===== src/core/asa_pkg.sv =====
// Constants and decode helpers shared by the async serial adapter
package asa_pkg;

  localparam int DIV_LSB = 0;
  localparam int DIV_MSB = 1;
  localparam int FMT_LSB = 2;
  localparam int FMT_MSB = 4;
  localparam int TXC_LSB = 5;
  localparam int TXC_MSB = 6;
  localparam int RIE_BIT = 7;

  localparam int ST_FULL    = 0;
  localparam int ST_EMPTY   = 1;
  localparam int ST_CARRIER = 2;
  localparam int ST_CTS     = 3;
  localparam int ST_FRAME   = 4;
  localparam int ST_OVR     = 5;
  localparam int ST_PAR     = 6;
  localparam int ST_IRQ     = 7;

  localparam int PIN_TXC = 0;
  localparam int PIN_RXC = 1;
  localparam int PIN_RXD = 2;
  localparam int PIN_CTS = 3;
  localparam int PIN_CAR = 4;
  localparam logic [4:0] PIN_RESET = 5'h1f;

  // Power-up holds the master reset code until software writes another
  localparam logic [7:0] CTL_RESET = 8'h03;

  localparam logic [1:0] DIV_1    = 2'h0;
  localparam logic [1:0] DIV_16   = 2'h1;
  localparam logic [1:0] DIV_64   = 2'h2;
  localparam logic [1:0] DIV_MRST = 2'h3;

  localparam logic [1:0] TXC_LOW  = 2'h0;
  localparam logic [1:0] TXC_IRQ  = 2'h1;
  localparam logic [1:0] TXC_HIGH = 2'h2;
  localparam logic [1:0] TXC_BRK  = 2'h3;

  // Ticks per bit minus one, and start-bit half minus two
  localparam logic [5:0] TK_1    = 6'h00;
  localparam logic [5:0] TK_16   = 6'h0f;
  localparam logic [5:0] TK_64   = 6'h3f;
  localparam logic [5:0] HALF_16 = 6'h06;
  localparam logic [5:0] HALF_64 = 6'h1e;

  localparam logic [3:0] NBITS_7   = 4'h7;
  localparam logic [3:0] NBITS_8   = 4'h8;
  localparam logic [3:0] STOP_1    = 4'h1;
  localparam logic [3:0] STOP_2    = 4'h2;
  localparam logic [2:0] MARK_FILL = 3'h7;

  typedef struct packed {
    logic eight;
    logic par_en;
    logic odd;
    logic two_stop;
  } asa_fmt_s;

  function automatic asa_fmt_s asa_fmt(input logic [2:0] w);
    unique case (w)
      3'h0:    return '{1'b0, 1'b1, 1'b0, 1'b1};
      3'h1:    return '{1'b0, 1'b1, 1'b1, 1'b1};
      3'h2:    return '{1'b0, 1'b1, 1'b0, 1'b0};
      3'h3:    return '{1'b0, 1'b1, 1'b1, 1'b0};
      3'h4:    return '{1'b1, 1'b0, 1'b0, 1'b1};
      3'h5:    return '{1'b1, 1'b0, 1'b0, 1'b0};
      3'h6:    return '{1'b1, 1'b1, 1'b0, 1'b0};
      default: return '{1'b1, 1'b1, 1'b1, 1'b0};
    endcase
  endfunction : asa_fmt

  function automatic logic [5:0] asa_ticks(input logic [1:0] d);
    unique case (d)
      DIV_16:  return TK_16;
      DIV_64:  return TK_64;
      default: return TK_1;
    endcase
  endfunction : asa_ticks

  function automatic logic [5:0] asa_half(input logic [1:0] d);
    return (d == DIV_64) ? HALF_64 : HALF_16;
  endfunction : asa_half

  function automatic logic [3:0] asa_nbits(input asa_fmt_s f);
    return f.eight ? NBITS_8 : NBITS_7;
  endfunction : asa_nbits

endpackage : asa_pkg


===== src/core/asa_core.sv =====
`timescale 1ns/1ps
// Async serial adapter: register pair, transmitter, modem lines, status
//
// Functional notes
// - Transmit line changes only on transmit clock fall
// - Receive line sampled on receive clock rise
// - Ratios 16 and 64 align to start edge
// - Clear-to-send high hides transmit empty flag
// - Status bit 3 mirrors clear-to-send input
// - Request-to-send driven from transmit control field
// - Carrier loss holds receiver in initial state
// - Carrier loss rise interrupts when receive enabled
// - Select low: read status, write control
// - Bit 0 first; unused receive bits zero
// - Receive full set on transfer, cleared reading
// - Transmit empty low after write until the shifter takes the byte
// - Carrier status latches until status, data read
// - Framing fault from missing first stop bit
// - Overrun shown after prior read, cleared reading
// - Parity fault held while character remains
// - Status bit 7 shows interrupt output state
// - Control bits 1:0 choose divide or reset
// - Master reset clears status flags but sets transmit empty; initialises both sections
// - Control bits 4:2 choose character format
// - Write-only control byte; bit 7 receive enable
// - Select high: read receive, write transmit
// - Transmit control encodes request, interrupt, break
// - Receive enable gates full and carrier interrupts
// - Frame is start, data, parity, stop bits
module asa_core (
  input  wire logic       ref_clk,
  input  wire logic       rst,
  input  wire logic       bus_strobe,
  input  wire logic       chip_select_0,
  input  wire logic       chip_select_1,
  input  wire logic       chip_select_2_n,
  input  wire logic       read_not_write,
  input  wire logic       register_select_line,
  input  wire logic [7:0] data_in,
  output logic      [7:0] data_out,
  output logic            data_oe_n,
  output logic            irq_out,
  output logic            irq_oe_n,
  input  wire logic       transmit_bit_clock,
  input  wire logic       receive_bit_clock,
  input  wire logic       rxd,
  output logic            txd,
  input  wire logic       clear_to_send_n,
  output logic            request_to_send_n,
  input  wire logic       carrier_present_input_n
);

  logic [4:0]        pin_1_q;
  logic [4:0]        pin_2_q;
  logic [4:0]        pin_3_q;
  logic              tx_fall;
  logic              rx_rise;
  logic              car_rise;
  logic              cts_s;
  logic              car_s;
  logic              sel;
  logic              rd_stat;
  logic              rd_data;
  logic              wr_ctl;
  logic              wr_data;
  logic [7:0]        ctrl_q;
  logic              mreset;
  logic [1:0]        txc;
  logic              receiver_interrupt_enable;
  logic [7:0]        status_w;
  logic              irq_q;
  logic [7:0]        tdr_q;
  logic              transmit_empty_flag_q;
  asa_pkg::asa_fmt_s tf;
  logic [7:0]        tx_dm;
  logic              tx_par;
  logic [10:0]       tx_vec;
  logic [3:0]        tx_len;
  logic              tx_busy_q;
  logic [10:0]       tx_sh_q;
  logic [3:0]        tx_left_q;
  logic [5:0]        tx_cnt_q;
  logic              tx_line_q;
  logic              tx_line_d;
  logic              tx_take;
  logic              char_valid;
  logic [7:0]        char_data;
  logic              char_frame_err;
  logic              char_par_err;
  logic [7:0]        receive_holding_reg_q;
  logic              receive_full_flag_q;
  logic              framing_fault_flag_q;
  logic              parity_fault_flag_q;
  logic              overrun_flag_q;
  logic              ovr_pend_q;
  logic              car_latch_q;
  logic              car_seen_q;

  // Pins and bit clocks pass two flops; third flop only for edges
  always_ff @(posedge ref_clk) begin
    if (rst) begin
      pin_1_q <= asa_pkg::PIN_RESET;
      pin_2_q <= asa_pkg::PIN_RESET;
      pin_3_q <= asa_pkg::PIN_RESET;
    end else begin
      pin_1_q <= {carrier_present_input_n, clear_to_send_n, rxd,
                  receive_bit_clock, transmit_bit_clock};
      pin_2_q <= pin_1_q;
      pin_3_q <= pin_2_q;
    end
  end

  assign tx_fall  = !pin_2_q[asa_pkg::PIN_TXC] && pin_3_q[asa_pkg::PIN_TXC];
  assign rx_rise  = pin_2_q[asa_pkg::PIN_RXC] && !pin_3_q[asa_pkg::PIN_RXC];
  assign car_rise = pin_2_q[asa_pkg::PIN_CAR] && !pin_3_q[asa_pkg::PIN_CAR];
  assign cts_s    = pin_2_q[asa_pkg::PIN_CTS];
  assign car_s    = pin_2_q[asa_pkg::PIN_CAR];

  // Bus decode: one access per strobe cycle
  assign sel     = bus_strobe && chip_select_0 && chip_select_1 && !chip_select_2_n;
  assign rd_stat = sel && read_not_write && !register_select_line;
  assign wr_ctl  = sel && !read_not_write && !register_select_line;
  assign rd_data = sel && read_not_write && register_select_line;
  assign wr_data = sel && !read_not_write && register_select_line;

  always_ff @(posedge ref_clk) begin
    if (rst) begin
      ctrl_q <= asa_pkg::CTL_RESET;
    end else if (wr_ctl) begin
      ctrl_q <= data_in;
    end
  end

  assign mreset = (ctrl_q[asa_pkg::DIV_MSB:asa_pkg::DIV_LSB] == asa_pkg::DIV_MRST);
  assign txc    = ctrl_q[asa_pkg::TXC_MSB:asa_pkg::TXC_LSB];
  assign receiver_interrupt_enable    = ctrl_q[asa_pkg::RIE_BIT];

  always_comb begin
    status_w                       = '0;
    status_w[asa_pkg::ST_FULL]     = receive_full_flag_q;
    status_w[asa_pkg::ST_EMPTY]    = transmit_empty_flag_q && !cts_s;
    status_w[asa_pkg::ST_CARRIER]  = car_latch_q || car_s;
    status_w[asa_pkg::ST_CTS]      = cts_s;
    status_w[asa_pkg::ST_FRAME]    = framing_fault_flag_q;
    status_w[asa_pkg::ST_OVR]      = overrun_flag_q;
    status_w[asa_pkg::ST_PAR]      = parity_fault_flag_q;
    status_w[asa_pkg::ST_IRQ]      = irq_q;
  end

  // Read data is held one cycle after the strobe
  always_ff @(posedge ref_clk) begin
    if (rst) begin
      data_out  <= '0;
      data_oe_n <= 1'b1;
    end else begin
      data_oe_n <= !(rd_stat || rd_data);
      if (rd_stat) begin
        data_out <= status_w;
      end else if (rd_data) begin
        data_out <= receive_holding_reg_q;
      end
    end
  end

  always_ff @(posedge ref_clk) begin
    if (rst) begin
      irq_q <= 1'b0;
    end else begin
      irq_q <= !mreset && ((receiver_interrupt_enable && (receive_full_flag_q || car_latch_q))
               || (txc == asa_pkg::TXC_IRQ && status_w[asa_pkg::ST_EMPTY]));
    end
  end

  assign irq_out  = 1'b0;
  assign irq_oe_n = !irq_q;

  always_ff @(posedge ref_clk) begin
    if (rst) begin
      request_to_send_n <= 1'b1;
    end else begin
      request_to_send_n <= mreset || (txc == asa_pkg::TXC_HIGH);
    end
  end

  // Transmit frame assembly; parity sits after the last data bit
  assign tf = asa_pkg::asa_fmt(ctrl_q[asa_pkg::FMT_MSB:asa_pkg::FMT_LSB]);

  always_comb begin
    tx_dm  = tf.eight ? tdr_q : {1'b0, tdr_q[6:0]};
    tx_par = (^tx_dm) ^ tf.odd;
    if (!tf.eight) begin
      tx_vec = {asa_pkg::MARK_FILL, tx_par, tx_dm[6:0]};
    end else if (tf.par_en) begin
      tx_vec = {asa_pkg::MARK_FILL[1:0], tx_par, tx_dm};
    end else begin
      tx_vec = {asa_pkg::MARK_FILL, tx_dm};
    end
    tx_len = asa_pkg::asa_nbits(tf) + {3'h0, tf.par_en}
             + (tf.two_stop ? asa_pkg::STOP_2 : asa_pkg::STOP_1);
  end

  // Next character starts at once if loaded before the last stop ends
  assign tx_take = tx_fall && !mreset && !transmit_empty_flag_q
                   && (!tx_busy_q || (tx_cnt_q == '0 && tx_left_q == '0));

  always_comb begin
    tx_line_d = tx_line_q;
    if (tx_take) begin
      tx_line_d = 1'b0;
    end else if (tx_busy_q && tx_cnt_q == '0) begin
      tx_line_d = (tx_left_q == '0) ? 1'b1 : tx_sh_q[0];
    end
  end

  always_ff @(posedge ref_clk) begin
    if (rst) begin
      tx_busy_q <= 1'b0;
      tx_sh_q   <= '0;
      tx_left_q <= '0;
      tx_cnt_q  <= '0;
      tx_line_q <= 1'b1;
      txd       <= 1'b1;
    end else if (tx_fall) begin
      if (mreset) begin
        tx_busy_q <= 1'b0;
        tx_line_q <= 1'b1;
        txd       <= 1'b1;
      end else begin
        tx_line_q <= tx_line_d;
        // Break forces space but the shifter keeps its place
        txd <= (txc == asa_pkg::TXC_BRK) ? 1'b0 : tx_line_d;
        if (tx_take) begin
          tx_busy_q <= 1'b1;
          tx_sh_q   <= tx_vec;
          tx_left_q <= tx_len;
          tx_cnt_q  <= asa_pkg::asa_ticks(ctrl_q[asa_pkg::DIV_MSB:asa_pkg::DIV_LSB]);
        end else if (tx_busy_q && tx_cnt_q == '0) begin
          if (tx_left_q == '0) begin
            tx_busy_q <= 1'b0;
          end else begin
            tx_sh_q   <= {1'b1, tx_sh_q[10:1]};
            tx_left_q <= tx_left_q - 4'h1;
            tx_cnt_q  <= asa_pkg::asa_ticks(ctrl_q[asa_pkg::DIV_MSB:asa_pkg::DIV_LSB]);
          end
        end else if (tx_busy_q) begin
          tx_cnt_q <= tx_cnt_q - 6'h01;
        end
      end
    end
  end

  // A write in the transfer cycle wins: the new byte waits its turn
  always_ff @(posedge ref_clk) begin
    if (rst) begin
      tdr_q                 <= '0;
      transmit_empty_flag_q <= 1'b1;
    end else begin
      if (wr_data) begin
        tdr_q                 <= data_in;
        transmit_empty_flag_q <= 1'b0;
      end else if (tx_take || mreset) begin
        transmit_empty_flag_q <= 1'b1;
      end
    end
  end

  asa_rx u_rx (
    .ref_clk        (ref_clk),
    .rst            (rst),
    .init           (mreset || car_s),
    .tick           (rx_rise),
    .rxd_s          (pin_2_q[asa_pkg::PIN_RXD]),
    .div            (ctrl_q[asa_pkg::DIV_MSB:asa_pkg::DIV_LSB]),
    .fmt            (ctrl_q[asa_pkg::FMT_MSB:asa_pkg::FMT_LSB]),
    .char_valid     (char_valid),
    .char_data      (char_data),
    .char_frame_err (char_frame_err),
    .char_par_err   (char_par_err)
  );

  // Receive holding and flags; a lost character leaves the held one intact
  always_ff @(posedge ref_clk) begin
    if (rst) begin
      receive_holding_reg_q <= '0;
      receive_full_flag_q   <= 1'b0;
      framing_fault_flag_q  <= 1'b0;
      parity_fault_flag_q   <= 1'b0;
      overrun_flag_q        <= 1'b0;
      ovr_pend_q            <= 1'b0;
    end else if (mreset) begin
      receive_full_flag_q  <= 1'b0;
      framing_fault_flag_q <= 1'b0;
      parity_fault_flag_q  <= 1'b0;
      overrun_flag_q       <= 1'b0;
      ovr_pend_q           <= 1'b0;
    end else if (car_s) begin
      receive_full_flag_q <= 1'b0;
      overrun_flag_q      <= 1'b0;
      ovr_pend_q          <= 1'b0;
    end else begin
      if (rd_data) begin
        if (ovr_pend_q) begin
          overrun_flag_q <= 1'b1;
          ovr_pend_q     <= 1'b0;
        end else begin
          overrun_flag_q      <= 1'b0;
          receive_full_flag_q <= 1'b0;
        end
      end
      if (char_valid) begin
        if (!receive_full_flag_q || (rd_data && !ovr_pend_q)) begin
          receive_holding_reg_q <= char_data;
          receive_full_flag_q   <= 1'b1;
          framing_fault_flag_q  <= char_frame_err;
          parity_fault_flag_q   <= char_par_err;
        end else begin
          ovr_pend_q <= 1'b1;
        end
      end
    end
  end

  // Carrier loss latch: cleared by status read then data read
  always_ff @(posedge ref_clk) begin
    if (rst) begin
      car_latch_q <= 1'b0;
      car_seen_q  <= 1'b0;
    end else begin
      if (mreset || (rd_data && car_seen_q)) begin
        car_latch_q <= 1'b0;
        car_seen_q  <= 1'b0;
      end else if (rd_stat && car_latch_q) begin
        car_seen_q <= 1'b1;
      end
      if (car_rise) begin
        car_latch_q <= 1'b1;
        car_seen_q  <= 1'b0;
      end
    end
  end

  a_txd_on_fall: assert property (
    @(posedge ref_clk) disable iff (rst) $changed(txd) |-> $past(tx_fall)
  ) else $error("transmit line moved without a clock fall");

  a_cts_hides_empty: assert property (
    @(posedge ref_clk) disable iff (rst) rd_stat && cts_s |=> !data_out[asa_pkg::ST_EMPTY]
  ) else $error("empty flag shown while clear-to-send high");

  a_cts_status: assert property (
    @(posedge ref_clk) disable iff (rst)
    rd_stat |=> data_out[asa_pkg::ST_CTS] == $past(cts_s)
  ) else $error("status bit 3 differs from clear-to-send");

  a_rts_follow: assert property (
    @(posedge ref_clk) disable iff (rst)
    !mreset |=> request_to_send_n == ($past(txc) == asa_pkg::TXC_HIGH)
  ) else $error("request-to-send disagrees with control");

  a_carrier_irq: assert property (
    @(posedge ref_clk) disable iff (rst)
    car_rise && receiver_interrupt_enable && !mreset && !wr_ctl |-> ##2 !irq_oe_n
  ) else $error("carrier loss did not raise interrupt");

  a_read_clears_full: assert property (
    @(posedge ref_clk) disable iff (rst)
    rd_data && !ovr_pend_q && !char_valid |=> !receive_full_flag_q
  ) else $error("data read left receive full set");

  a_write_fills: assert property (
    @(posedge ref_clk) disable iff (rst)
    wr_data |=> !transmit_empty_flag_q [*1] ##0 !status_w[asa_pkg::ST_EMPTY]
  ) else $error("transmit write did not clear empty");

  a_overrun_late: assert property (
    @(posedge ref_clk) disable iff (rst)
    char_valid && receive_full_flag_q && !rd_data && !overrun_flag_q && !mreset && !car_s
    |=> ovr_pend_q && !overrun_flag_q && receive_full_flag_q
  ) else $error("overrun shown before prior character read");

  a_irq_status: assert property (
    @(posedge ref_clk) disable iff (rst)
    rd_stat |=> data_out[asa_pkg::ST_IRQ] == !$past(irq_oe_n)
  ) else $error("status bit 7 differs from interrupt output");

  a_break_space: assert property (
    @(posedge ref_clk) disable iff (rst)
    tx_fall && !mreset && txc == asa_pkg::TXC_BRK |=> !txd
  ) else $error("break selected but line not at space");

endmodule : asa_core


===== src/core/asa_rx.sv =====
`timescale 1ns/1ps
// Receive deserializer: start detection, bit sampling, character checks
module asa_rx (
  input  wire logic       ref_clk,
  input  wire logic       rst,
  input  wire logic       init,
  input  wire logic       tick,
  input  wire logic       rxd_s,
  input  wire logic [1:0] div,
  input  wire logic [2:0] fmt,
  output logic            char_valid,
  output logic [7:0]      char_data,
  output logic            char_frame_err,
  output logic            char_par_err
);

  typedef enum logic [2:0] {
    ASA_RX_IDLE  = 3'b001,
    ASA_RX_START = 3'b010,
    ASA_RX_BITS  = 3'b100
  } asa_rx_state_e;

  asa_rx_state_e     state_q;
  logic [5:0]        cnt_q;
  logic [3:0]        idx_q;
  logic [7:0]        shift_q;
  logic              pbit_q;
  asa_pkg::asa_fmt_s f;
  logic [3:0]        nd;
  logic [7:0]        data_w;
  logic              last;

  assign f      = asa_pkg::asa_fmt(fmt);
  assign nd     = asa_pkg::asa_nbits(f);
  assign data_w = f.eight ? shift_q : {1'b0, shift_q[7:1]};
  assign last   = (idx_q == nd + {3'h0, f.par_en});

  always_ff @(posedge ref_clk) begin
    if (rst || init) begin
      state_q        <= ASA_RX_IDLE;
      cnt_q          <= '0;
      idx_q          <= '0;
      shift_q        <= '0;
      pbit_q         <= 1'b0;
      char_valid     <= 1'b0;
      char_data      <= '0;
      char_frame_err <= 1'b0;
      char_par_err   <= 1'b0;
    end else begin
      char_valid <= 1'b0;
      if (tick) begin
        unique case (state_q)
          ASA_RX_IDLE: begin
            if (!rxd_s) begin
              idx_q <= '0;
              if (div == asa_pkg::DIV_1) begin
                // No alignment: far end keeps data in step with the clock
                state_q <= ASA_RX_BITS;
                cnt_q   <= asa_pkg::TK_1;
              end else begin
                state_q <= ASA_RX_START;
                cnt_q   <= asa_pkg::asa_half(div);
              end
            end
          end
          ASA_RX_START: begin
            // Start must stay low for half a bit, else it was noise
            if (rxd_s) begin
              state_q <= ASA_RX_IDLE;
            end else if (cnt_q == '0) begin
              state_q <= ASA_RX_BITS;
              cnt_q   <= asa_pkg::asa_ticks(div);
            end else begin
              cnt_q <= cnt_q - 6'h01;
            end
          end
          ASA_RX_BITS: begin
            if (cnt_q != '0) begin
              cnt_q <= cnt_q - 6'h01;
            end else begin
              cnt_q <= asa_pkg::asa_ticks(div);
              idx_q <= idx_q + 4'h1;
              if (idx_q < nd) begin
                shift_q <= {rxd_s, shift_q[7:1]};
              end else if (!last) begin
                pbit_q <= rxd_s;
              end else begin
                state_q        <= ASA_RX_IDLE;
                char_valid     <= 1'b1;
                char_data      <= data_w;
                char_frame_err <= !rxd_s;
                char_par_err   <= f.par_en && ((^data_w ^ pbit_q) != f.odd);
              end
            end
          end
        endcase
      end
    end
  end

  a_rx_on_tick: assert property (
    @(posedge ref_clk) disable iff (rst)
    !tick && !init |=> $stable(shift_q) && $stable(idx_q)
  ) else $error("receiver moved without a receive clock rise");

  a_rx_char_tick: assert property (
    @(posedge ref_clk) disable iff (rst)
    char_valid |-> $past(tick) && ($past(state_q) == ASA_RX_BITS)
  ) else $error("character completed outside a stop bit sample");

endmodule : asa_rx


===== config.mk =====
export PLATFORM = sky130hd
export DESIGN_NAME = asa_core
export DESIGN_NICKNAME = d
export VERILOG_FILES = /design/src/core/asa_pkg.sv /design/src/core/asa_core.sv /design/src/core/asa_rx.sv
export SDC_FILE = /design/constraint.sdc
export NUM_CORES = 1
export LEC_CHECK = 0
export BUFFER_PORTS_ARGS = -buffer_cell sky130_fd_sc_hd__buf_2
export CAP_MARGIN = 5
export CORE_ASPECT_RATIO = 0.7
export CORE_MARGIN = 2
export CORE_UTILIZATION = 62
export CTS_CLUSTER_DIAMETER = 120
export DETAILED_ROUTE_END_ITERATION = 8
export GPL_TIMING_DRIVEN = 0
export PLACE_DENSITY_LB_ADDON = 0.15
export SYNTH_ARGS = -nofsm -noshare
export SYNTH_HDL_FRONTEND = slang
export SYNTH_SLANG_ARGS = --single-unit

===== constraint.sdc =====
create_clock -name ref_clk -period 4.5 [get_ports ref_clk]
set_input_delay 1.125 -clock ref_clk [delete_from_list [all_inputs] [get_ports ref_clk]]
set_output_delay 1.125 -clock ref_clk [all_outputs]
set_load 0.03 [all_outputs]

After elaboration in Yosys (flattened, before gate mapping)
Cells that the tools add are included.
- reductions and logical operators: 82
- bitwise logic cells: 9
- muxes and demuxes: 61
- add/sub/neg operators: 6
- order comparisons: 1
- eq/ne operators: 25
- operators by type and width (operator ; number):
    6-bit 2-to-1 mux ; 9
    11-bit 2-to-1 mux ; 3
    8-bit 2-to-1 mux ; 4
    4-bit case mux with 7 select lines ; 1
    1-bit logical AND ; 25
    4-bit 2-to-1 mux ; 6
    1-bit 2-to-1 mux ; 23
    3-bit 2-to-1 mux ; 7
    4-bit AND reduction ; 5
    9-bit 2-to-1 mux ; 2
    6-bit case mux with 3 select lines ; 1
    8-bit XOR reduction ; 2
    1-bit logical NOT ; 15
    3-bit == test (second input constant) ; 4
    6-bit logical NOT ; 2
    6-bit case mux with 2 select lines ; 1
    6-bit by 1-bit subtractor with 6-bit output (second input constant) ; 2
    1-bit logical OR ; 11
    2-bit != test (second input constant) ; 5
    5-bit AND reduction ; 2
    2-bit nonzero test ; 5
    3-bit by 2-bit == test with 1-bit output (second input constant) ; 3
    3-bit case mux with 3 select lines ; 1
    3-bit AND reduction ; 3
    27 further kinds ; 42
- input port bits: 21
- word-level logic and storage cells: 217
- output and inout bits: 13
- register bits: 115

Depth between registers and ports, before layout
Gate-level depths: netlist of run 1.
- depth after elaboration: 9
- depth in mapped cells: 10
- depth with buffers taken out: 8

Cells and area by module
Synthesis of run 1 repeated with hierarchy kept, for this count alone.
- cells, all modules: 614
- area, all modules: 5454.0 um^2
- by module, submodules not included (module ; times used ; seq. area each (um^2) ; cells an instance ; area an instance (um^2)):
    asa_core ; 1 ; 1601.5 ; 378 ; 3463.3
    asa_rx ; 1 ; 660.6 ; 236 ; 1990.7

Worst setup path after synthesis of run 1
OpenSTA, ideal clock, no wires.
- path kind: input port to flip-flop
- from: input port chip_select_2_n
- to: register receive_holding_reg_q[0]
- slack: 1.969 ns
- path buffers: 1
- data arrival time: 2.402 ns
- cell stages on the path: 6
- setup time: 0.129 ns
- data required time: 4.371 ns
- cells stage by stage: nand4b_2 > o41a_1 > nor4b_1 > buf_4 > mux2i_1 > nor2_1
- cells in the longest elaborated chain, start to end: 7
- RTL lines (what ; line ; RTL):
    start: declaration ; asa_core.sv:36 ; input wire logic chip_select_2_n,
    1-bit logical NOT ; asa_core.sv:120 ; assign sel = bus_strobe && chip_select_0 && chip_select_1 && !chip_select_2_n;
    1-bit logical AND ; asa_core.sv:120 ;
    1-bit logical AND (2 in series) ; asa_core.sv:123 ; assign rd_data = sel && read_not_write && register_select_line;
    1-bit logical AND ; asa_core.sv:311 ; if (!receive_full_flag_q || (rd_data && !ovr_pend_q)) begin
    1-bit logical OR ; asa_core.sv:311 ;
    4-bit AND reduction (no source line) ; - ;
    end signal: assignment ; asa_core.sv:312 ; receive_holding_reg_q <= char_data;
    end: declaration ; asa_core.sv:90 ; logic [7:0] receive_holding_reg_q;
No other way between the ends.
A chain may end at the register's enable or synchronous reset.

Worst setup path in the final report of run 1
- from: register ctrl_q[4]
- to: register u_rx.state_q[1]
- cells in the longest elaborated chain, start to end: 7
- elaborated cells on any way between the ends: 15
- those cells by class: 1 x add/sub; 1 x order compare; 9 x eq/ne; 2 x mux; 2 x reduce/logical
- RTL lines (what ; line ; RTL):
    start: declaration ; asa_core.sv:66 ; logic [7:0] ctrl_q;
    start signal: assignment ; asa_core.sv:128 ; ctrl_q <= asa_pkg::CTL_RESET;
    start signal: assignment ; asa_core.sv:130 ; ctrl_q <= data_in;
    3-bit == test, or another cell as far along ; asa_pkg.sv:62 ; unique case (w)
    4-bit case mux with 7 select lines * ; asa_pkg.sv:62 ;
    4-bit 2-to-1 mux ; asa_pkg.sv:87 ; return f.eight ? NBITS_8 : NBITS_7;
    4-bit by 1-bit adder with 4-bit output ; asa_rx.sv:36 ; assign last = (idx_q == nd + {3'h0, f.par_en});
    4-bit == test ; asa_rx.sv:36 ;
    2-bit by 1-bit != test with 1-bit output (no source line) ; - ;
    6-bit AND reduction (no source line) * ; - ;
    end signal: assignment ; asa_rx.sv:40 ; state_q <= ASA_RX_IDLE;
    end signal: assignment ; asa_rx.sv:58 ; state_q <= ASA_RX_BITS;
    end signal: assignment ; asa_rx.sv:61 ; state_q <= ASA_RX_START;
    end: declaration ; asa_rx.sv:23 ; asa_rx_state_e state_q;
Every way passes the cells marked *; elsewhere a longest branch is shown, timed or not.

==> PnR_summary.wiki, run 1 <==
{| class="wikitable"
! Metric !! Value
|-
| Run status || completed
|-
| Ratio of total power to cell area || slightly below 400 nW/um^2
|-
| Final critical path time including I/O delays and setup || 2.61 ns
|-
| Number of nets in the layout || ~700
|-
| Register bit total from synthesis || 113
|-
| Most area-consuming cells after synthesis || sky130_fd_sc_hd__dfxtp_1 (41%), sky130_fd_sc_hd__mux2i_1 (9.3%), sky130_fd_sc_hd__nor2_1 (6.3%), sky130_fd_sc_hd__a21oi_1 (3.5%), sky130_fd_sc_hd__ha_1 (3.2%)
|-
| Number of routed nets with antenna violations || 0
|-
| Total inserted antenna cells || 0
|-
| Setup slack of the critical path after layout || about 1.9 ns
|-
| Depth of the CTS H-tree || 4
|-
| Share of the synthesized area in the top cell type || between 40 and 50%
|-
| Kind of capture point of the worst setup path || flop
|-
| Post-synth top area cell || sky130_fd_sc_hd__dfxtp_1
|-
| Crit path buf inv count || 2
|-
| CTS buffer count || 17
|-
| Beginning of the worst hold path || pin_1_q[3]$_SDFF_PP1_
|-
| CTS tree || done
|-
| Class of the most critical hold timing path || reg2reg
|-
| Top post-synthesis cells by count || sky130_fd_sc_hd__dfxtp_1 (113), sky130_fd_sc_hd__nor2_1 (92), sky130_fd_sc_hd__mux2i_1 (51), sky130_fd_sc_hd__a21oi_1 (39), sky130_fd_sc_hd__nand2_1 (29)
|-
| Period utilization || between 50% and 60%
|-
| Number of fill cells || 644
|-
| Worst IR drop on VDD || 0.000263 V
|-
| Via count || approximately 4800
|-
| Count of hold buffers inserted by post-cts repair || 0
|-
| Dpl cell area || a little under 6000 sq um
|-
| DP Cell Count || approximately 760
|-
| Placed wire-length estimate after detailed placement || around 9.8 mm
|-
| Full die area || between 9000 and 10000 sq um
|-
| Top-count cell post-synth || sky130_fd_sc_hd__dfxtp_1
|-
| # setup viols final || 0
|-
| WHS || 0.407 ns
|-
| Unique cell type count in the Yosys netlist || 72
|-
| Summed negative setup slack over all endpoints || 0 ns
|-
| Avg Inst Size Synth || between 9 and 10 sq um
|-
| Number of global-route vias before repair || approximately 4400
|-
| Sinks on the clock net || 113
|-
| Die Span X || approximately 120 microns
|-
| Clk_skew || ~0.0077 ns
|-
| Critical Path Slowest Stage Cell || sky130_fd_sc_hd__dfxtp_1
|-
| Biggest cell delay along the critical path || approximately 0.5 ns
|-
| Final GP Congestion || roughly 0.94
|-
| Fraction of layout cells with a size suffix above 1 || 17.0%
|-
| Worst slew slack as a fraction of its limit || ~37%
|-
| Family with the most delay on the worst path || compound AO/OA/AOI/OAI gates
|-
| Top FF cell, synth || sky130_fd_sc_hd__dfxtp_1
|-
| Critical setup path kind || reg2reg
|-
| Area Growth Syn to Fin || 17.3%
|-
| Clock latency on the worst-skew pair || 0.43 ns
|-
| Summed area of non-filler cells in the final layout || around 6500 sq um
|-
| Sequential element share of the synthesized area || 41.1%
|-
| Port bufs || 32
|-
| Number of flops mapped to enable cells by yosys || 0
|-
| Critical Path Source || ctrl_q[4]$_SDFFE_PP0P_
|-
| Worst R2R Start || ctrl_q[4]$_SDFFE_PP0P_
|-
| Number of vias per cell || approximately 6.0
|-
| Wire per inst || roughly 17 microns
|-
| Static leakage || 2.36 nW
|-
| Detailed-router iteration count before antenna repair || 5
|-
| Async S/R FF share, synth || 0%
|-
| Post-CTS Setup Bufs || 0
|-
| Number of DRC violations after detailed-routing iteration 0 || 554
|-
| Post-Place Setup Slack || ~1.7 ns
|-
| Wire length of the first global-routing pass || 22.0 mm
|-
| Max Slew Vio Count || 0
|-
| CORE AREA || about 8500 sq um
|-
| Cell breakdown of the critical path || buf_2 -> inv_1 -> ha_1 -> xnor2_1 -> or3_1 -> a221o_1 -> mux2i_1 -> a211oi_1
|-
| RSZ-0062 raised after global routing || no
|-
| Syn Nets || about 650
|-
| Slew at the pin closest to its max-slew limit || between 0.9 and 1 ns
|-
| Final Hold Fails || 0
|-
| Number of buffers between clock root and the deepest sink || 2
|-
| Top Ports || 34
|-
| Row Count || 28
|-
| Initial core utilization || 64.3%
|-
| Clk slew on worst S/H paths || around 0.05 ns
|-
| Mapped Area || between 5000 and 6000 sq um
|-
| Clk Tree Root Cell || sky130_fd_sc_hd__clkbuf_16
|-
| Count of instances resized after the clock tree is built || 0
|-
| Vertical extent of the die || 82.8 microns
|-
| Maximum number of pins on one net before global-route repair || 17
|-
| Ys Warns || 0
|-
| Number of non-filler instances in the completed layout || a little under 800
|-
| Launching element type of the critical path || flop
|-
| Final global-route overflow total || 0
|-
| Required time at the worst-slack endpoint || around 4.8 ns
|-
| # DRC || 0
|-
| Worst-path maximum fanout || 10
|-
| Antenna violations before repair || 0
|-
| Post-synthesis instance total || about 600
|-
| Final wirelength || around 14 mm
|-
| GRT Util Overall || slightly above 30%
|-
| FMAX || around 380 MHz
|-
| Arrival time at the worst endpoint || between 2 and 3 ns
|-
| Maximum Capacitance Violations || 0
|}
[layer usage]
metal / global-route usage (%) / part of all wire (%) / vias up
li1: - / - / 2267
met4: 11.9 / 1.8 / 0
met2: 45.1 / 43 / 201
met3: 8.86 / 7.7 / 35
met1: 42.6 / 47 / 2280
met5: 0 / 0 / -
[path summary, 6_finish.rpt]
check	end	slack, ns	depth (start not counted)
worst max-delay path	u_rx.state_q[1]$_SDFFE_PP0P_	1.89	8
worst min-delay path	pin_2_q[3]$_SDFF_PP1_	0.41	1
worst max register to register	u_rx.state_q[1]$_SDFFE_PP0P_	1.89	8
worst min register to register	pin_2_q[3]$_SDFF_PP1_	0.41	1
[power breakdown]
part | switching [W] | internal [W] | total [W]
sequential | 0.00000521 | 0.00101 | 0.00101
combinational | 0.0000400 | 0.0000235 | 0.0000636
clock | 0.000482 | 0.000978 | 0.00146
total | 0.000527 | 0.00201 | 0.00254
[cells in the final DEF (no fill, tap or decap), types with 4 or more instances in the layout]
cell type,Yosys,layout
sky130_fd_sc_hd__o31ai_1,4,4
sky130_fd_sc_hd__buf_4,5,5
sky130_fd_sc_hd__or3_1,4,4
sky130_fd_sc_hd__a311oi_1,8,8
sky130_fd_sc_hd__buf_6,4,4
sky130_fd_sc_hd__a21oi_1,39,39
sky130_fd_sc_hd__nor2_1,92,92
sky130_fd_sc_hd__a211oi_1,16,16
sky130_fd_sc_hd__and2_1,4,4
sky130_fd_sc_hd__nand3_1,10,10
sky130_fd_sc_hd__ha_1,14,14
sky130_fd_sc_hd__nand4b_1,4,4
sky130_fd_sc_hd__mux2i_1,51,51
sky130_fd_sc_hd__dfxtp_1,113,113
sky130_fd_sc_hd__bufinv_16,0,5
sky130_fd_sc_hd__clkbuf_16,0,17
sky130_fd_sc_hd__o21ai_0,20,20
sky130_fd_sc_hd__nor3_1,16,16
sky130_fd_sc_hd__clkbuf_1,16,17
sky130_fd_sc_hd__inv_1,23,23
sky130_fd_sc_hd__or2_2,16,16
sky130_fd_sc_hd__a31oi_1,4,4
sky130_fd_sc_hd__xnor2_1,18,18
sky130_fd_sc_hd__o22ai_1,6,6
sky130_fd_sc_hd__nand2b_1,7,7
sky130_fd_sc_hd__nor3b_1,7,7
sky130_fd_sc_hd__nor2b_1,8,8
sky130_fd_sc_hd__o211ai_1,4,4
sky130_fd_sc_hd__buf_2,8,40
sky130_fd_sc_hd__nand2_1,29,29
sky130_fd_sc_hd__nor4_1,4,4
[cell type report]
class | count | area, sq um | area share, %
Buffer | 34 | 186 | 2.89
Clock buffer | 18 | 429 | 6.65
Clock inverter | 14 | 214 | 3.32
Inverter | 23 | 86.3 | 1.34
Multi-Input combinational cell | 441 | 2960 | 45.9
Sequential cell | 113 | 2260 | 35.1
Tap cell | 120 | 150 | 2.33
Timing Repair Buffer | 32 | 160 | 2.48
[through the flow]
step	utilization, %	total power (W)
after floorplan	-	0.00107
after global placement	68.0	0.00110
after detailed placement	68.0	0.00110
after CTS	75.5	0.00254
after global routing	75.5	0.00260
final	75.5	0.00254
[flip-flops by register name (all words and copies together), names as in the netlist, 3 cells and up]
name                   cells
u_rx.idx_q                 4
tx_cnt_q                   6
u_rx.state_q               3
pin_1_q                    5
pin_3_q                    3
data_out                   8
ctrl_q                     8
tdr_q                      8
u_rx.shift_q               8
tx_sh_q                   11
u_rx.cnt_q                 6
tx_left_q                  4
receive_holding_reg_q      8
u_rx.char_data             8
pin_2_q                    5
[kinds of logic after synthesis]
kind of cell | Yosys count | synth area share [%]
AO/OA/AOI/OAI | 131 | 16.2
other | 1 | 0.0682
AND/OR/NAND/NOR | 219 | 20.6
buffers and inverters | 57 | 4.96
flip-flops | 113 | 41.1
adder cells (fa/ha/maj) | 16 | 3.73
multiplexers | 51 | 9.28
XOR/XNOR | 23 | 4.05
(Power assumes the default switching activity.)
==> run 2, diff against run 1 <==
- ABC_AREA: default -> 1
- CORE_UTILIZATION: 62 -> 61
- clock period: 4.5 -> 2.7 ns (I/O delays scaled with it)
==> run 2 against run 1 <==
Against the previous run: synthesized area grew 0.43%; clock-buffer cell count is 1 higher; clock power increased by 57%; clock skew is essentially flat; flip-flop and latch count unchanged; largest cell class unchanged; largest power group unchanged; highest routed layer unchanged.
==> PnR_summary.wiki, run 2 <==
{| class="wikitable"
! Metric !! Value
|-
| Run status || completed (unchanged)
|-
| Sequential element share of the synthesized area || 41.0% (was 41.1%)
|-
| Met3 routing resource usage after global routing || 7.58% (was 8.86%)
|-
| Final global-route overflow total || 0 (unchanged)
|-
| Clk slew on worst S/H paths || 0.05 ns (about the same)
|-
| Met1 Usage GRT || 38.7% (was 42.6%)
|-
| Final critical path time including I/O delays and setup || 2.35 ns (was 2.61 ns)
|-
| Number of routed nets with antenna violations || 0 (unchanged)
|-
| Vertical extent of the die || 83.6 microns (was 82.8 microns)
|-
| Depth of the worst register-to-register path || 13 (was 8)
|-
| Post-synth top area cell || sky130_fd_sc_hd__dfxtp_1 (unchanged)
|-
| Class of the most critical hold timing path || reg2reg (unchanged)
|-
| Count of hold buffers inserted by post-cts repair || 0 (unchanged)
|-
| Flip-flop count of the largest register, all copies and words added || 11 (unchanged)
|-
| Top post-synthesis cells by count || sky130_fd_sc_hd__nand2_1 (161), sky130_fd_sc_hd__dfxtp_1 (113), sky130_fd_sc_hd__inv_1 (96), sky130_fd_sc_hd__a21oi_1 (66), sky130_fd_sc_hd__o21ai_0 (65) (was sky130_fd_sc_hd__dfxtp_1 (113), sky130_fd_sc_hd__nor2_1 (92), sky130_fd_sc_hd__mux2i_1 (51), sky130_fd_sc_hd__a21oi_1 (39), sky130_fd_sc_hd__nand2_1 (29))
|-
| Period utilization || 87.2% (was 58.1%)
|-
| Number of global-route vias before repair || 4742 (was 4433)
|-
| Worst r2r dst || u_rx.state_q[0]$_SDFFE_PP1P_ (was u_rx.state_q[1]$_SDFFE_PP0P_)
|-
| Setup slack of the worst register-to-register path || 0.35 ns (was 1.89 ns)
|-
| Critical setup path kind || reg2reg (unchanged)
|-
| Async S/R FF share, synth || 0% (unchanged)
|-
| Power share of the clock group || 56.1% (was 57.5%)
|-
| Unique cell type count in the Yosys netlist || 48 (was 72)
|-
| RSZ-0062 raised after global routing || no (unchanged)
|-
| Final GP Congestion || 0.858 (was 0.939)
|-
| Number of DRC violations after detailed-routing iteration 0 || 468 (was 554)
|-
| Sinks on the clock net || 113 (unchanged)
|-
| Top Ports || 34 (unchanged)
|-
| Clk_skew || 0.00814 ns (was 0.00767 ns)
|-
| Number of vias per cell || 5.45 (was 6.02)
|-
| Internal Pwr Total || 0.00321 W (was 0.00201 W)
|-
| Summed negative setup slack over all endpoints || 0 ns (unchanged)
|-
| Top reg by flops || tx_sh_q (unchanged)
|-
| Max Slew Vio Count || 0 (unchanged)
|-
| CTS tree || done (unchanged)
|-
| Mapped Area || 5520 sq um (was 5500 sq um)
|-
| GRT Util Overall || 28.3% (was 30.6%)
|-
| PnR Total Power || 0.00408 W (was 0.00254 W)
|-
| Post-synthesis instance total || 755 (was 611)
|-
| Wire per inst || 14.3 microns (was 17.5 microns)
|-
| Share of the synthesized area in the top cell type || 41.0% (was 41.1%)
|-
| FMAX || 425 MHz (was 383 MHz)
|-
| Die Span X || 118 microns (was 117 microns)
|-
| # DRC || 0 (unchanged)
|-
| CTS buffer count || 17 (unchanged)
|-
| Required time at the worst-slack endpoint || 2.98 ns (was 4.83 ns)
|-
| Final Hold Fails || 0 (unchanged)
|-
| Met2 Use GR || 44.0% (was 45.1%)
|-
| Maximum Capacitance Violations || 0 (unchanged)
|-
| Maximum number of pins on one net before global-route repair || 17 (unchanged)
|-
| Dpl cell area || 5840 sq um (was 5810 sq um)
|-
| Top FF cell, synth || sky130_fd_sc_hd__dfxtp_1 (unchanged)
|-
| Worst-path maximum fanout || 10 (unchanged)
|-
| Critical Path Source || ctrl_q[4]$_SDFFE_PP0P_ (unchanged)
|-
| Full die area || 9840 sq um (was 9650 sq um)
|-
| Depth of the CTS H-tree || 4 (unchanged)
|-
| Ratio of total power to cell area || 633 nW/um^2 (was 393 nW/um^2)
|-
| Ys Warns || 0 (unchanged)
|-
| Share of total power in combinational logic || 2.6% (was 2.5%)
|-
| Setup slack of the critical path after layout || 0.347 ns (was 1.89 ns)
|-
| # setup viols final || 0 (unchanged)
|-
| Slew at the pin closest to its max-slew limit || 0.693 ns (was 0.936 ns)
|-
| Number of flops mapped to enable cells by yosys || 0 (unchanged)
|-
| Register bit total from synthesis || 113 (unchanged)
|-
| Number of nets in the layout || 842 (was 698)
|-
| Launching element type of the critical path || flop (unchanged)
|-
| Row Count || 29 (was 28)
|-
| Area Growth Syn to Fin || 16.8% (was 17.3%)
|-
| Total inserted antenna cells || 0 (unchanged)
|-
| Number of instances on the worst hold path || 1 (unchanged)
|-
| Arrival time at the worst endpoint || 2.64 ns (was 2.94 ns)
|-
| Kind of capture point of the worst setup path || flop (unchanged)
|-
| Most congested layer reported by global routing || met2 (unchanged)
|-
| Worst slew slack as a fraction of its limit || 53.8% (was 37.3%)
|-
| Destination of the critical timing path || u_rx.state_q[0]$_SDFFE_PP1P_ (was u_rx.state_q[1]$_SDFFE_PP0P_)
|-
| CORE AREA || 8930 sq um (was 8550 sq um)
|-
| Avg Inst Size Synth || 7.31 sq um (was 9.00 sq um)
|-
| Placed wire-length estimate after detailed placement || 9.81 mm (was 9.79 mm)
|-
| Fraction of layout cells with a size suffix above 1 || 16.7% (was 17.0%)
|-
| Summed area of non-filler cells in the final layout || 6450 sq um (about the same)
|-
| Clk Tree Root Cell || sky130_fd_sc_hd__clkbuf_16 (unchanged)
|-
| Switch share || 21.3% (was 20.8%)
|-
| Number of buffers between clock root and the deepest sink || 2 (unchanged)
|-
| Clock latency on the worst-skew pair || 0.41 ns (was 0.43 ns)
|-
| Worst R2R Start || ctrl_q[4]$_SDFFE_PP0P_ (unchanged)
|-
| Port bufs || 32 (unchanged)
|-
| Count of instances resized after the clock tree is built || 0 (unchanged)
|-
| Initial core utilization || 61.9% (was 64.3%)
|-
| Fin util || 72.3% (was 75.5%)
|-
| Portion of total power attributed to sequential cells || 41.3% (was 40.0%)
|-
| Most area-consuming cells after synthesis || sky130_fd_sc_hd__dfxtp_1 (41%), sky130_fd_sc_hd__nand2_1 (11%), sky130_fd_sc_hd__inv_1 (6.5%), sky130_fd_sc_hd__a21oi_1 (6.0%), sky130_fd_sc_hd__o21ai_0 (5.9%) (was sky130_fd_sc_hd__dfxtp_1 (41%), sky130_fd_sc_hd__mux2i_1 (9.3%), sky130_fd_sc_hd__nor2_1 (6.3%), sky130_fd_sc_hd__a21oi_1 (3.5%), sky130_fd_sc_hd__ha_1 (3.2%))
|-
| Commonest cells after routing, fill and taps aside || sky130_fd_sc_hd__nand2_1 (161), sky130_fd_sc_hd__dfxtp_1 (113), sky130_fd_sc_hd__inv_1 (96) (was sky130_fd_sc_hd__dfxtp_1 (113), sky130_fd_sc_hd__nor2_1 (92), sky130_fd_sc_hd__mux2i_1 (51))
|-
| Commonest non-fill, non-tap cell in the layout || sky130_fd_sc_hd__nand2_1 (was sky130_fd_sc_hd__dfxtp_1)
|-
| Static leakage || 2.80 nW (was 2.36 nW)
|-
| Worst IR drop on VDD || 0.000648 V (was 0.000263 V)
|-
| Via count || 5139 (was 4783)
|-
| Net switching power || 0.000870 W (was 0.000527 W)
|-
| Final wirelength || 13.5 mm (was 13.9 mm)
|-
| Post-Place Setup Slack || 0.403 ns (was 1.71 ns)
|-
| Detailed-router iteration count before antenna repair || 5 (unchanged)
|-
| Post-CTS Setup Bufs || 0 (unchanged)
|-
| Top-count cell post-synth || sky130_fd_sc_hd__nand2_1 (was sky130_fd_sc_hd__dfxtp_1)
|-
| Antenna violations before repair || 0 (unchanged)
|-
| Syn Nets || 791 (was 647)
|-
| Wire length of the first global-routing pass || 22.3 mm (was 22.0 mm)
|-
| Number of fill cells || 715 (was 644)
|}
run 2: cell types whose count changed after synthesis, sizes merged, moves of 9 or more:
cell / change
a211oi: -12
nand3: +31
a21oi: +30
inv: +79
xnor2: -16
nand2: +140
nor2: -35
mux2i: -51
o21ai: +67
nor3: -9
run 2: through the flow:
step                hold WS (ns)  std cells
finish                     0.404        943
global route               0.414        943
CTS                        0.405        943
detailed placement         0.392        911
global placement           0.390        911
floorplan                  0.387        755
run 2: kinds of logic (layout without fill, tap and decap cells):
family / after synthesis / in the layout / synth area share (%)
other: 1 / 1 / 0.0679
buffers and inverters: 130 / 194 / 9.76
AOI/OAI and AO/OA: 186 / 186 / 18.9
xor gates and xnor gates: 9 / 9 / 1.43
DFF: 113 / 113 / 41.0
and+or+nand+nor: 301 / 301 / 25.4
adders and majority gates: 15 / 15 / 3.53
run 2: area by class of cell:
type	count	area [sq um]	share of cell area, %
Buffer	25	143	2.21
Clock buffer	19	453	7.02
Clock inverter	13	160	2.48
Inverter	105	397	6.15
Multi-Input combinational cell	512	2720	42.2
Sequential cell	113	2260	35.1
Tap cell	124	155	2.40
Timing Repair Buffer	32	160	2.48
run 2: critical path, cell delays in order, from the launching register on:
cell and delay [ns]:
sky130_fd_sc_hd__dfxtp_1 0.37, sky130_fd_sc_hd__buf_2 0.23, sky130_fd_sc_hd__buf_4 0.22, sky130_fd_sc_hd__inv_1 0.09, sky130_fd_sc_hd__ha_1 0.31, sky130_fd_sc_hd__xnor2_1 0.13, sky130_fd_sc_hd__nor2_1 0.11, sky130_fd_sc_hd__nand2_2 0.11
sky130_fd_sc_hd__clkinv_1 0.10, sky130_fd_sc_hd__a21oi_1 0.07, sky130_fd_sc_hd__nor2_2 0.18, sky130_fd_sc_hd__nand2_1 0.13, sky130_fd_sc_hd__nand2_1 0.10, sky130_fd_sc_hd__nand3_1 0.08
run 2: how the worst min path moves through the flow:
| stage | from | to | slack (ns) |
|---|---|---|---|
| 3_5_place_dp | pin_1_q[2]$_SDFF_PP1_ | pin_2_q[2]$_SDFF_PP1_ | 0.39 |
| 3_3_place_gp | pin_1_q[0]$_SDFF_PP1_ | pin_2_q[0]$_SDFF_PP1_ | 0.39 |
| 2_1_floorplan | pin_2_q[1]$_SDFF_PP1_ | pin_3_q[1]$_SDFF_PP1_ | 0.39 |
| 6_report | pin_1_q[2]$_SDFF_PP1_ | pin_2_q[2]$_SDFF_PP1_ | 0.40 |
| 5_1_grt | pin_1_q[2]$_SDFF_PP1_ | pin_2_q[2]$_SDFF_PP1_ | 0.41 |
| 4_1_cts | pin_1_q[2]$_SDFF_PP1_ | pin_2_q[2]$_SDFF_PP1_ | 0.40 |
run 2: power by group through the flow:
stage	logic, W	clock network [W]	registers [W]
after floorplan	0.0000626	0	0.00172
after global placement	0.000102	0	0.00172
after detailed placement	0.000105	0	0.00172
after CTS	0.000106	0.00231	0.00169
after global routing	0.000119	0.00238	0.00169
final	0.000107	0.00229	0.00169
run 2: routing by layer:
metal  part of all wire (%)  vias up
met5                      0        -
met4                    1.6        0
met3                    8.1       25
met2                     44      189
met1                     46     2369
li1                       -     2556
